$ cat config.mk
export PLATFORM = sky130hd
export DESIGN_NAME = adcenc_device_flat
export DESIGN_NICKNAME = d
export VERILOG_FILES = /design/src/common/adcenc_pkg.sv /design/src/common/adcenc_link_if.sv /design/src/adcenc_device.sv /design/src/flat_wrapper.sv
export SDC_FILE = /design/constraint.sdc
export NUM_CORES = 1
export LEC_CHECK = 0
export ABC_AREA = 1
export BUFFER_PORTS_ARGS = -buffer_cell sky130_fd_sc_hd__buf_2
export CORE_UTILIZATION = 54
export CTS_CLUSTER_DIAMETER = 150
export DETAILED_ROUTE_END_ITERATION = 8
export PLACE_DENSITY = 0.75
export REMOVE_ABC_BUFFERS = 1
export SYNTH_ARGS = -nofsm -noshare
export SYNTH_HDL_FRONTEND = slang
export SYNTH_SLANG_ARGS = --single-unit
$ cat constraint.sdc
create_clock -name mclk -period 1.5 [get_ports mclk]
set_clock_uncertainty 0.1 [all_clocks]
set_input_delay 0.225 -clock mclk [delete_from_list [all_inputs] [get_ports mclk]]
set_output_delay 0.225 -clock mclk [all_outputs]
set_load 0.01 [all_outputs]
$ cat src/common/adcenc_pkg.sv
// Shared constants for the encode clock link and output coding
package adcenc_pkg;
    // ------------------------------------------------------------
    // Data word and coding
    // ------------------------------------------------------------
    localparam int CODE_W = 12;
    localparam int AIN_W = 14;
    localparam logic [CODE_W-1:0] CODE_MAX = 12'hfff;
    localparam logic [CODE_W-1:0] CODE_MIN = 12'h000;
    localparam logic [CODE_W-1:0] CODE_MID = 12'h800;
    localparam logic signed [AIN_W-1:0] AIN_POS_FS = 14'sh07ff;
    localparam logic signed [AIN_W-1:0] AIN_NEG_FS = -14'sh0800;
    localparam real LSB_VOLTS = 0.000488;
    localparam int PIPE_STAGES = 5;

    // ------------------------------------------------------------
    // Four-level strap (0, 1/3, 2/3, full supply)
    // ------------------------------------------------------------
    typedef logic [1:0] adcenc_strap_t;
    localparam adcenc_strap_t STRAP_GND = 2'h0;
    localparam adcenc_strap_t STRAP_THIRD = 2'h1;
    localparam adcenc_strap_t STRAP_TWO_THIRDS = 2'h2;
    localparam adcenc_strap_t STRAP_VDD = 2'h3;

    // ------------------------------------------------------------
    // Encode clock limits and timing
    // ------------------------------------------------------------
    localparam real MCLK_NS = 10.0;
    localparam real MAX_RATE_MSPS = 250.0;
    localparam real MIN_RATE_MSPS = 1.0;
    localparam real MIN_HALF_NS = 1.9;
    localparam int MIN_HALF_CYC = (int'($ceil(MIN_HALF_NS / MCLK_NS)) < 1) ? 1 : int'($ceil(MIN_HALF_NS / MCLK_NS));
    localparam int MIN_PERIOD_CYC = int'($ceil(1000.0 / (MAX_RATE_MSPS * MCLK_NS))) < 2 * MIN_HALF_CYC ?
        2 * MIN_HALF_CYC : int'($ceil(1000.0 / (MAX_RATE_MSPS * MCLK_NS)));
    localparam int MAX_PERIOD_CYC = int'($floor(1000.0 / (MIN_RATE_MSPS * MCLK_NS)));
    localparam int LOCK_EDGES = 100;
    localparam int STOP_CYC = 2 * MAX_PERIOD_CYC;
    localparam int CNT_W = 16;

    // ------------------------------------------------------------
    // Controller register map (APB, byte addresses)
    // ------------------------------------------------------------
    localparam logic [7:0] REG_CTRL = 8'h00;
    localparam logic [7:0] REG_HALF = 8'h04;
    localparam logic [7:0] REG_STATUS = 8'h08;
    localparam logic [7:0] REG_MASK = 8'h0c;
    localparam logic [7:0] REG_DATA = 8'h10;
    localparam int CTRL_RUN = 0;
    localparam int CTRL_STRAP_LO = 1;
    localparam int ST_WORD = 0;
    localparam int ST_OVER = 1;
    localparam int EVT_W = 2;
    localparam logic [7:0] HALF_HI_RST = 8'h04;
    localparam logic [7:0] HALF_LO_RST = 8'h04;
endpackage

$ cat src/common/adcenc_link_if.sv
// Pins between the converter digital side and its clock source / receiver
`timescale 1ns/1ns
interface adcenc_link_if;
    import adcenc_pkg::*;
    logic encode_in_pos;
    logic encode_in_neg;
    adcenc_strap_t format_strap;
    logic [CODE_W-1:0] sample_code_bits;
    logic overrange_flag;
    logic bus_a_data_strobe;

    modport device (
        input encode_in_pos,
        input encode_in_neg,
        input format_strap,
        output sample_code_bits,
        output overrange_flag,
        output bus_a_data_strobe
    );
    modport source (
        output encode_in_pos,
        output encode_in_neg,
        output format_strap,
        input sample_code_bits,
        input overrange_flag,
        input bus_a_data_strobe
    );
endinterface

$ cat src/adcenc_device.sv
// Converter digital side: encode edge handling, stabilizer, pipeline and output coding
`timescale 1ns/1ns
module adcenc_device
    import adcenc_pkg::*;
(
    // Clock and reset
    input wire logic mclk,
    input wire logic sys_rst,
    // Link pins
    adcenc_link_if.device link,
    // Analog side, signed in LSB units
    input wire logic signed [adcenc_pkg::AIN_W-1:0] ain_level,
    // Status
    output logic dcs_active,
    output logic dcs_locked,
    output logic twos_format
);
    import adcenc_pkg::*;

    typedef enum logic [2:0] {
        PH_IDLE = 3'b001,
        PH_HIGH = 3'b010,
        PH_LOW = 3'b100
    } adcenc_phase_e;

    function automatic logic strap_dcs(input adcenc_strap_t s);
        strap_dcs = (s == STRAP_THIRD) || (s == STRAP_TWO_THIRDS);
    endfunction

    function automatic logic strap_twos(input adcenc_strap_t s);
        strap_twos = (s == STRAP_TWO_THIRDS) || (s == STRAP_VDD);
    endfunction

    // ------------------------------------------------------------
    // Pin synchronisers
    // ------------------------------------------------------------
    logic pos_s1_r, pos_s2_r, neg_s1_r, neg_s2_r;
    adcenc_strap_t strap_s1_r, strap_s2_r;
    logic enc_prev_r;
    logic enc_high, enc_rise, enc_fall;

    always_ff @(posedge mclk) begin
        if (sys_rst) begin
            pos_s1_r <= 1'b0;
            pos_s2_r <= 1'b0;
            neg_s1_r <= 1'b1;
            neg_s2_r <= 1'b1;
            strap_s1_r <= STRAP_GND;
            strap_s2_r <= STRAP_GND;
            enc_prev_r <= 1'b0;
        end else begin
            pos_s1_r <= link.encode_in_pos;
            pos_s2_r <= pos_s1_r;
            neg_s1_r <= link.encode_in_neg;
            neg_s2_r <= neg_s1_r;
            strap_s1_r <= link.format_strap;
            strap_s2_r <= strap_s1_r;
            enc_prev_r <= enc_high;
        end
    end

    // Differential decision: positive above negative means high
    assign enc_high = pos_s2_r & ~neg_s2_r;
    assign enc_rise = enc_high & ~enc_prev_r;
    assign enc_fall = ~enc_high & enc_prev_r;

    // ------------------------------------------------------------
    // Stabilizer: period measure, lock count, internal falling edge
    // ------------------------------------------------------------
    logic [CNT_W-1:0] since_rise_r, since_rise_nxt;
    logic [CNT_W-1:0] period_r, period_nxt;
    logic [6:0] lock_cnt_r, lock_cnt_nxt;
    logic locked_r, locked_nxt;
    logic dcs_on, twos_on, int_fall;

    assign dcs_on = strap_dcs(strap_s2_r);
    assign twos_on = strap_twos(strap_s2_r);
    // Half the measured period regardless of external duty
    assign int_fall = locked_r && (since_rise_r == (period_r >> 1));

    always_comb begin
        since_rise_nxt = since_rise_r;
        period_nxt = period_r;
        lock_cnt_nxt = lock_cnt_r;
        locked_nxt = locked_r;
        if (enc_rise) begin
            since_rise_nxt = CNT_W'(1);
            period_nxt = since_rise_r;
            if (lock_cnt_r != 7'(LOCK_EDGES))
                lock_cnt_nxt = lock_cnt_r + 7'h01;
            if (lock_cnt_r == 7'(LOCK_EDGES - 1))
                locked_nxt = 1'b1;
        end else if (since_rise_r != CNT_W'(STOP_CYC)) begin
            since_rise_nxt = since_rise_r + CNT_W'(1);
        end else begin
            // Clock stopped: the loop must reacquire
            lock_cnt_nxt = 7'h00;
            locked_nxt = 1'b0;
        end
        if (!dcs_on) begin
            lock_cnt_nxt = 7'h00;
            locked_nxt = 1'b0;
        end
    end

    always_ff @(posedge mclk) begin
        if (sys_rst) begin
            since_rise_r <= '0;
            period_r <= '0;
            lock_cnt_r <= 7'h00;
            locked_r <= 1'b0;
        end else begin
            since_rise_r <= since_rise_nxt;
            period_r <= period_nxt;
            lock_cnt_r <= lock_cnt_nxt;
            locked_r <= locked_nxt;
        end
    end

    // ------------------------------------------------------------
    // Conversion and pipeline
    // ------------------------------------------------------------
    logic [CODE_W:0] pipe_r [PIPE_STAGES];
    logic [CODE_W:0] pipe_nxt [PIPE_STAGES];
    logic [CODE_W:0] conv_word;
    logic timing_ok;

    // Without stabilizer the external edges are trusted directly
    assign timing_ok = !dcs_on || locked_r;

    always_comb begin
        logic [CODE_W-1:0] ob;
        logic over;
        ob = CODE_MID;
        over = 1'b0;
        if (ain_level > AIN_POS_FS) begin
            ob = CODE_MAX;
            over = 1'b1;
        end else if (ain_level < AIN_NEG_FS) begin
            ob = CODE_MIN;
            over = 1'b1;
        end else begin
            ob = CODE_W'(ain_level + 14'sh0800);
        end
        if (twos_on)
            ob[CODE_W-1] = ~ob[CODE_W-1];
        conv_word = {over, ob};
    end

    genvar gi;
    generate
        for (gi = 0; gi < PIPE_STAGES; gi++) begin : g_pipe
            // Head stage split off so no stage ever names an index below zero
            if (gi == 0) begin : g_head
                always_comb begin
                    pipe_nxt[gi] = enc_rise ? conv_word : pipe_r[gi];
                end
            end else begin : g_tail
                always_comb begin
                    pipe_nxt[gi] = enc_rise ? pipe_r[gi-1] : pipe_r[gi];
                end
            end
            always_ff @(posedge mclk) begin
                if (sys_rst)
                    pipe_r[gi] <= {1'b0, CODE_MID};
                else
                    pipe_r[gi] <= pipe_nxt[gi];
            end
        end
    endgenerate

    // ------------------------------------------------------------
    // Output bus and strobe
    // ------------------------------------------------------------
    adcenc_phase_e phase_r, phase_nxt;
    logic [CODE_W-1:0] code_r, code_nxt;
    logic of_r, of_nxt;
    logic strobe_r, strobe_nxt;

    always_comb begin
        phase_nxt = phase_r;
        code_r_hold: begin
            code_nxt = code_r;
            of_nxt = of_r;
        end
        strobe_nxt = strobe_r;
        case (phase_r)
            PH_IDLE: begin
                if (enc_rise && timing_ok) begin
                    // Word leaves the last stage as the next sample enters
                    code_nxt = pipe_r[PIPE_STAGES-1][CODE_W-1:0];
                    of_nxt = pipe_r[PIPE_STAGES-1][CODE_W];
                    phase_nxt = PH_HIGH;
                end
            end
            PH_HIGH: begin
                // Strobe rises one cycle after the word settles
                strobe_nxt = 1'b1;
                phase_nxt = PH_LOW;
            end
            PH_LOW: begin
                if (dcs_on ? int_fall : enc_fall) begin
                    strobe_nxt = 1'b0;
                    phase_nxt = PH_IDLE;
                end else if (enc_rise || !timing_ok) begin
                    // Very short high phase: close strobe before next word
                    strobe_nxt = 1'b0;
                    phase_nxt = PH_IDLE;
                end
            end
            default: begin
                strobe_nxt = 1'b0;
                phase_nxt = PH_IDLE;
            end
        endcase
    end

    always_ff @(posedge mclk) begin
        if (sys_rst) begin
            phase_r <= PH_IDLE;
            code_r <= CODE_MID;
            of_r <= 1'b0;
            strobe_r <= 1'b0;
        end else begin
            phase_r <= phase_nxt;
            code_r <= code_nxt;
            of_r <= of_nxt;
            strobe_r <= strobe_nxt;
        end
    end

    assign link.sample_code_bits = code_r;
    assign link.overrange_flag = of_r;
    assign link.bus_a_data_strobe = strobe_r;
    assign dcs_active = dcs_on;
    assign dcs_locked = locked_r;
    assign twos_format = twos_on;
endmodule

$ cat src/flat_wrapper.sv
// flat-port wrapper written by rule: the top's interface ports become plain ports
module adcenc_device_flat import adcenc_pkg::*;
  (mclk, sys_rst, ain_level, dcs_active, dcs_locked, twos_format, link_encode_in_pos, link_encode_in_neg, link_format_strap, link_sample_code_bits, link_overrange_flag, link_bus_a_data_strobe);
  adcenc_link_if link_i ();
  input wire logic mclk;
  input wire logic sys_rst;
  input wire logic signed [adcenc_pkg::AIN_W-1:0] ain_level;
  output logic dcs_active;
  output logic dcs_locked;
  output logic twos_format;
  input wire logic [$bits(link_i.encode_in_pos)-1:0] link_encode_in_pos;
  input wire logic [$bits(link_i.encode_in_neg)-1:0] link_encode_in_neg;
  input wire logic [$bits(link_i.format_strap)-1:0] link_format_strap;
  output wire logic [$bits(link_i.sample_code_bits)-1:0] link_sample_code_bits;
  output wire logic [$bits(link_i.overrange_flag)-1:0] link_overrange_flag;
  output wire logic [$bits(link_i.bus_a_data_strobe)-1:0] link_bus_a_data_strobe;
  assign link_i.encode_in_pos = link_encode_in_pos;
  assign link_i.encode_in_neg = link_encode_in_neg;
  assign link_i.format_strap = link_format_strap;
  assign link_sample_code_bits = link_i.sample_code_bits;
  assign link_overrange_flag = link_i.overrange_flag;
  assign link_bus_a_data_strobe = link_i.bus_a_data_strobe;
  adcenc_device u_core (.mclk(mclk), .sys_rst(sys_rst), .link(link_i), .ain_level(ain_level), .dcs_active(dcs_active), .dcs_locked(dcs_locked), .twos_format(twos_format));
endmodule
==> run_results.csv <==
group,metric,value,unit
floorplan,io_pins,37,
final_layout,area.growth.synth_to_final,44.5,%
final_layout,filler_cell_count,508,
cts,clkTransAtPathRegs,0.06,ns
place,final_weighted_congestion_in_routability_driven_placement,0.838,
final_layout,num-nets-final,801,
routing,first_pass_iters,5,
sta,final.setup.worst_slack,-0.263,ns
pwr,power.density_cell_area,1010,nW/um^2
pwr,comb_power_share,6.3,%
routing,detail_route.drc_violations,0,
worst_setup_path,startpoint_of_the_worst_setup_timing_path,"u_core.strap_s2_r[0]",
pwr,irDropWorstVdd,0.821,mV
logic_synthesis,ys_seq_area_share,46.7,%
worst_setup_path,start_kind,"flop",
logic_synthesis,async_reset_ff_share,0,%
logic_synthesis,synth-adder-area-share,1.35,%
floorplan,initial_core_util,56.3,%
run_status,violations,"setup timing",
logic_synthesis,yosys_register_bits,130,
job,drv.max_cap_violation_count,0,
logic_synthesis,dominant_combinational_cell_family_by_area_after_synthesis,"compound AO/OA/AOI/OAI gates",
pwr,internal-power,6290,uW
cts,clk_latency,0.53,ns
routing,routed_wl,17600,um
logic_synthesis,post_synth_inst_count,638,
worst_setup_path,timing.reg2reg.worst_path_depth,10,
logic_synthesis,ys.warnings.count,0,
sta,finalSetupViolCount,121,
place,port_buffers,36,
routing,via_count_of_the_routed_design,5195,
place,place.detailed.hpwl,7450,um
worst_setup_path,timing.critical_path.to,"u_core.link.sample_code_bits[6]",
sta,rsz0062_at_grt,"yes",
sta,post-route-min-period,1.76,ns
sta,final_hold_viol_count,0,
place,dp_slack,-0.102,ns
logic_synthesis,share_of_synthesized_cell_area_in_and_or_nand_and_nor_gates,16.7,%
worst_setup_path,worstPathMaxFanout,6,
grt,grt.total_usage,23.7,%
run_status,result_of_the_run,"finished with violations",
logic_synthesis,post_synth_mux_area_share,0,%
floorplan,rows,36,
worst_setup_path,setup.reg_to_reg.worst_slack,-0.26,ns
logic_synthesis,ys_types,36,
sta,max_freq,567,MHz
logic_synthesis,synth_ff_type,"sky130_fd_sc_hd__dfxtp_1",
cts,cts-root-to-sink-buffers,2,
final_layout,drive_gt1_share,44.5,%
grt,grt-ovfl-total,0,
grt,grt_pass1_wl,20600,um
logic_synthesis,syn_area,5580,um^2
floorplan,die_area,10700,um^2
cts,tritoncts,"yes",
min_path,hold_path.class,"input pin to flop",
pwr,sw_frac_of_total,23.1,%
grt,grt_antenna_before_repair,0,
sta,worst-slew-pin-transition,0.706,ns
floorplan,std_cell_core_area,9910,um^2
final_layout,final_cell_area_excluding_filler_cells,8060,um^2
pwr,netSwitchingPower,1890,uW
sta,timing.slew.headroom,52.4,%
pwr,clock_power_share,50.9,%
floorplan,die_width,104,um
grt,first_global_vias,4589,
worst_setup_path,timing.critical_path.arrival,2.11,ns
logic_synthesis,syn-mean-instance-area,8.74,um^2
worst_setup_path,critical_path_required,1.84,ns
final_layout,antenna_cells_inserted,0,
cts,cts_made_buffers,17,
worst_setup_path,timing.rr.end,"u_core.link.sample_code_bits[6]",
routing,drt.antenna.violating_nets,0,
routing,avgRoutedWirePerCell,19.1,um
grt,grt_max_degree,29,
worst_setup_path,worstReg2RegStart,"u_core.strap_s2_r[0]",
logic_synthesis,synth-xor-area-share,0.157,%
place,postPlaceCellArea,6100,um^2
sta,slew_viol_final,0,
cts,cts_sinks,130,
pwr,leak_pwr,0.00315,uW
worst_setup_path,critical_path_class,"flop to flop",
logic_synthesis,synth_compound_area_share,22.8,%
routing,drt_iter0_markers,374,
sta,layout_worst_path_cycle_share,118,%
pwr,reg_power_share,42.8,%
cts,clock-root-buffer,"sky130_fd_sc_hd__clkbuf_8",
routing,vias_per_cell,5.64,
logic_synthesis,edff_count_synth,0,
cts,ctsHtreeMaxLevel,4,
worst_setup_path,kind_of_end_point_of_the_critical_path,"flop",
floorplan,chipHeight,104,um
[cell usage after synthesis, types with 2 or more instances]
master,count,area share (%)
sky130_fd_sc_hd__a22oi_1,5,0.67
sky130_fd_sc_hd__nor2_1,58,3.9
sky130_fd_sc_hd__inv_1,126,8.5
sky130_fd_sc_hd__nand3_1,17,1.5
sky130_fd_sc_hd__or2_2,5,0.56
sky130_fd_sc_hd__buf_6,11,2.2
sky130_fd_sc_hd__nand4_1,9,1.0
sky130_fd_sc_hd__nor2_2,2,0.22
sky130_fd_sc_hd__buf_4,5,0.67
sky130_fd_sc_hd__clkbuf_1,3,0.20
sky130_fd_sc_hd__inv_4,2,0.22
sky130_fd_sc_hd__nor2_4,2,0.40
sky130_fd_sc_hd__nand3_2,2,0.36
sky130_fd_sc_hd__a211oi_1,2,0.27
sky130_fd_sc_hd__o22ai_1,2,0.22
sky130_fd_sc_hd__nor3_1,5,0.45
sky130_fd_sc_hd__nand2_2,4,0.45
sky130_fd_sc_hd__inv_2,3,0.20
sky130_fd_sc_hd__o22ai_2,70,16
sky130_fd_sc_hd__nand2_1,96,6.5
sky130_fd_sc_hd__ha_1,6,1.3
sky130_fd_sc_hd__nor2_8,2,0.72
sky130_fd_sc_hd__o21ai_0,24,2.2
sky130_fd_sc_hd__a21oi_1,35,3.1
sky130_fd_sc_hd__buf_2,2,0.18
sky130_fd_sc_hd__dfxtp_1,130,47
[stage by stage]
step                setup TNS [ns]  power, uW  util, %  cells  hold slack (ns)
floorplan                   -11.17       3720        -    616            0.194
finish                      -13.76       8180     81.3    921            0.105
global route                -20.87       8360     81.3    921            0.122
detailed placement           -1.10       3860     61.5    825            0.298
global placement            -0.205       3850     61.5    825            0.292
CTS                          -2.39       7990     72.0    887           0.0824
[per-layer routing]
metal,share of wire (%),wire length (um),vias up,GRT usage [%]
met2,52,9180,270,43.1
met3,5.7,1010,79,5.03
li1,-,-,2347,-
met4,5.3,925,0,11.0
met1,37,6450,2499,26.4
met5,0,0,-,0
[area by class of cell]
cell class                      instances  area, um^2  share of cell area [%]
Tap cell                              133         166                    2.06
Sequential cell                       130        2630                    32.6
Timing Repair Buffer                  138        1400                    17.3
Timing Repair inverter                  2        22.5                   0.279
Clock inverter                         13         161                    2.00
Multi-Input combinational cell        354        2720                    33.7
Inverter                              132         539                    6.69
Clock buffer                           19         432                    5.36
[layout by cell type, fill, tap and decap left out, drive strengths merged]
master | netlist | routed
dfxtp | 130 | 130
inv | 131 | 130
buf | 18 | 116
nand2 | 101 | 101
o22ai | 72 | 72
nor2 | 64 | 64
a21oi | 35 | 35
clkbuf | 4 | 25
o21ai | 24 | 24
nand3 | 19 | 19
dlygate4sd3 | 0 | 16
clkinv | 1 | 13
nand4 | 9 | 9
ha | 6 | 6
or2 | 5 | 5
a22oi | 5 | 5
nor3 | 5 | 5
bufinv | 0 | 3
a211oi | 2 | 2
a32oi | 1 | 1
and3 | 1 | 1
xor2 | 1 | 1
o211ai | 1 | 1
nand3b | 1 | 1
o211a | 1 | 1
o21a | 1 | 1
clkinvlp | 0 | 1
[power groups by stage]
stage | registers (uW) | clock network, uW | logic, uW
global placement | 3570 | 0 | 284
CTS | 3500 | 4140 | 353
floorplan | 3570 | 0 | 157
global route | 3500 | 4320 | 537
detailed placement | 3570 | 0 | 290
finish | 3500 | 4160 | 512
[registers in the layout, summed over array words and instances, names as in the netlist]
register / flops
u_core.dcs_locked: 1
u_core.enc_prev_r: 1
u_core.link.bus_a_data_strobe: 1
u_core.link.overrange_flag: 1
u_core.link.sample_code_bits: 12
u_core.lock_cnt_r: 7
u_core.neg_s1_r: 1
u_core.neg_s2_r: 1
u_core.period_r: 15
u_core.phase_r: 3
u_core.pipe_r: 65
u_core.pos_s1_r: 1
u_core.pos_s2_r: 1
u_core.since_rise_r: 16
u_core.strap_s1_r: 2
u_core.strap_s2_r: 2
[worst max-delay path, cell delays in order, from the launching register on]
cell	delay, ns
sky130_fd_sc_hd__dfxtp_2	0.34
sky130_fd_sc_hd__inv_2	0.05
sky130_fd_sc_hd__ha_4	0.26
sky130_fd_sc_hd__inv_2	0.04
sky130_fd_sc_hd__buf_4	0.13
sky130_fd_sc_hd__nand2_4	0.07
sky130_fd_sc_hd__nand2_4	0.06
sky130_fd_sc_hd__nor2_4	0.21
sky130_fd_sc_hd__buf_6	0.19
sky130_fd_sc_hd__o21ai_2	0.06
sky130_fd_sc_hd__a21oi_1	0.15
[repair_timing]
action | 4_1_cts | 5_1_grt
pin swaps | 16 | 34
gates resized for setup | 55 | 156
setup buffers | 14 | 27
hold endpoints to repair | 16 | 0
cloned | 1 | 10
endpoints found under the setup margin | 34 | 115
hold buffers | 16 | 0
[cell families (layout without fill, tap and decap cells)]
family / after synthesis / in the layout
compound gates: 142 / 142
xor+xnor: 1 / 1
fa+ha+maj: 6 / 6
buf+inv: 154 / 304
flops: 130 / 130
simple gates: 205 / 205
[worst min path at each step]
stage	cells past startpoint	start	to	slack (ns)
after floorplan	1	sys_rst	u_core.phase_r[2]	0.19
after global routing	3	sys_rst	u_core.since_rise_r[0]	0.12
final	3	sys_rst	u_core.strap_s1_r[1]	0.11
after global placement	2	u_core.pos_s1_r	u_core.pos_s2_r	0.29
after detailed placement	2	u_core.strap_s1_r[0]	u_core.strap_s2_r[0]	0.30
after CTS	3	sys_rst	u_core.pos_s1_r	0.08
Power figures use the tool's default switching activity.
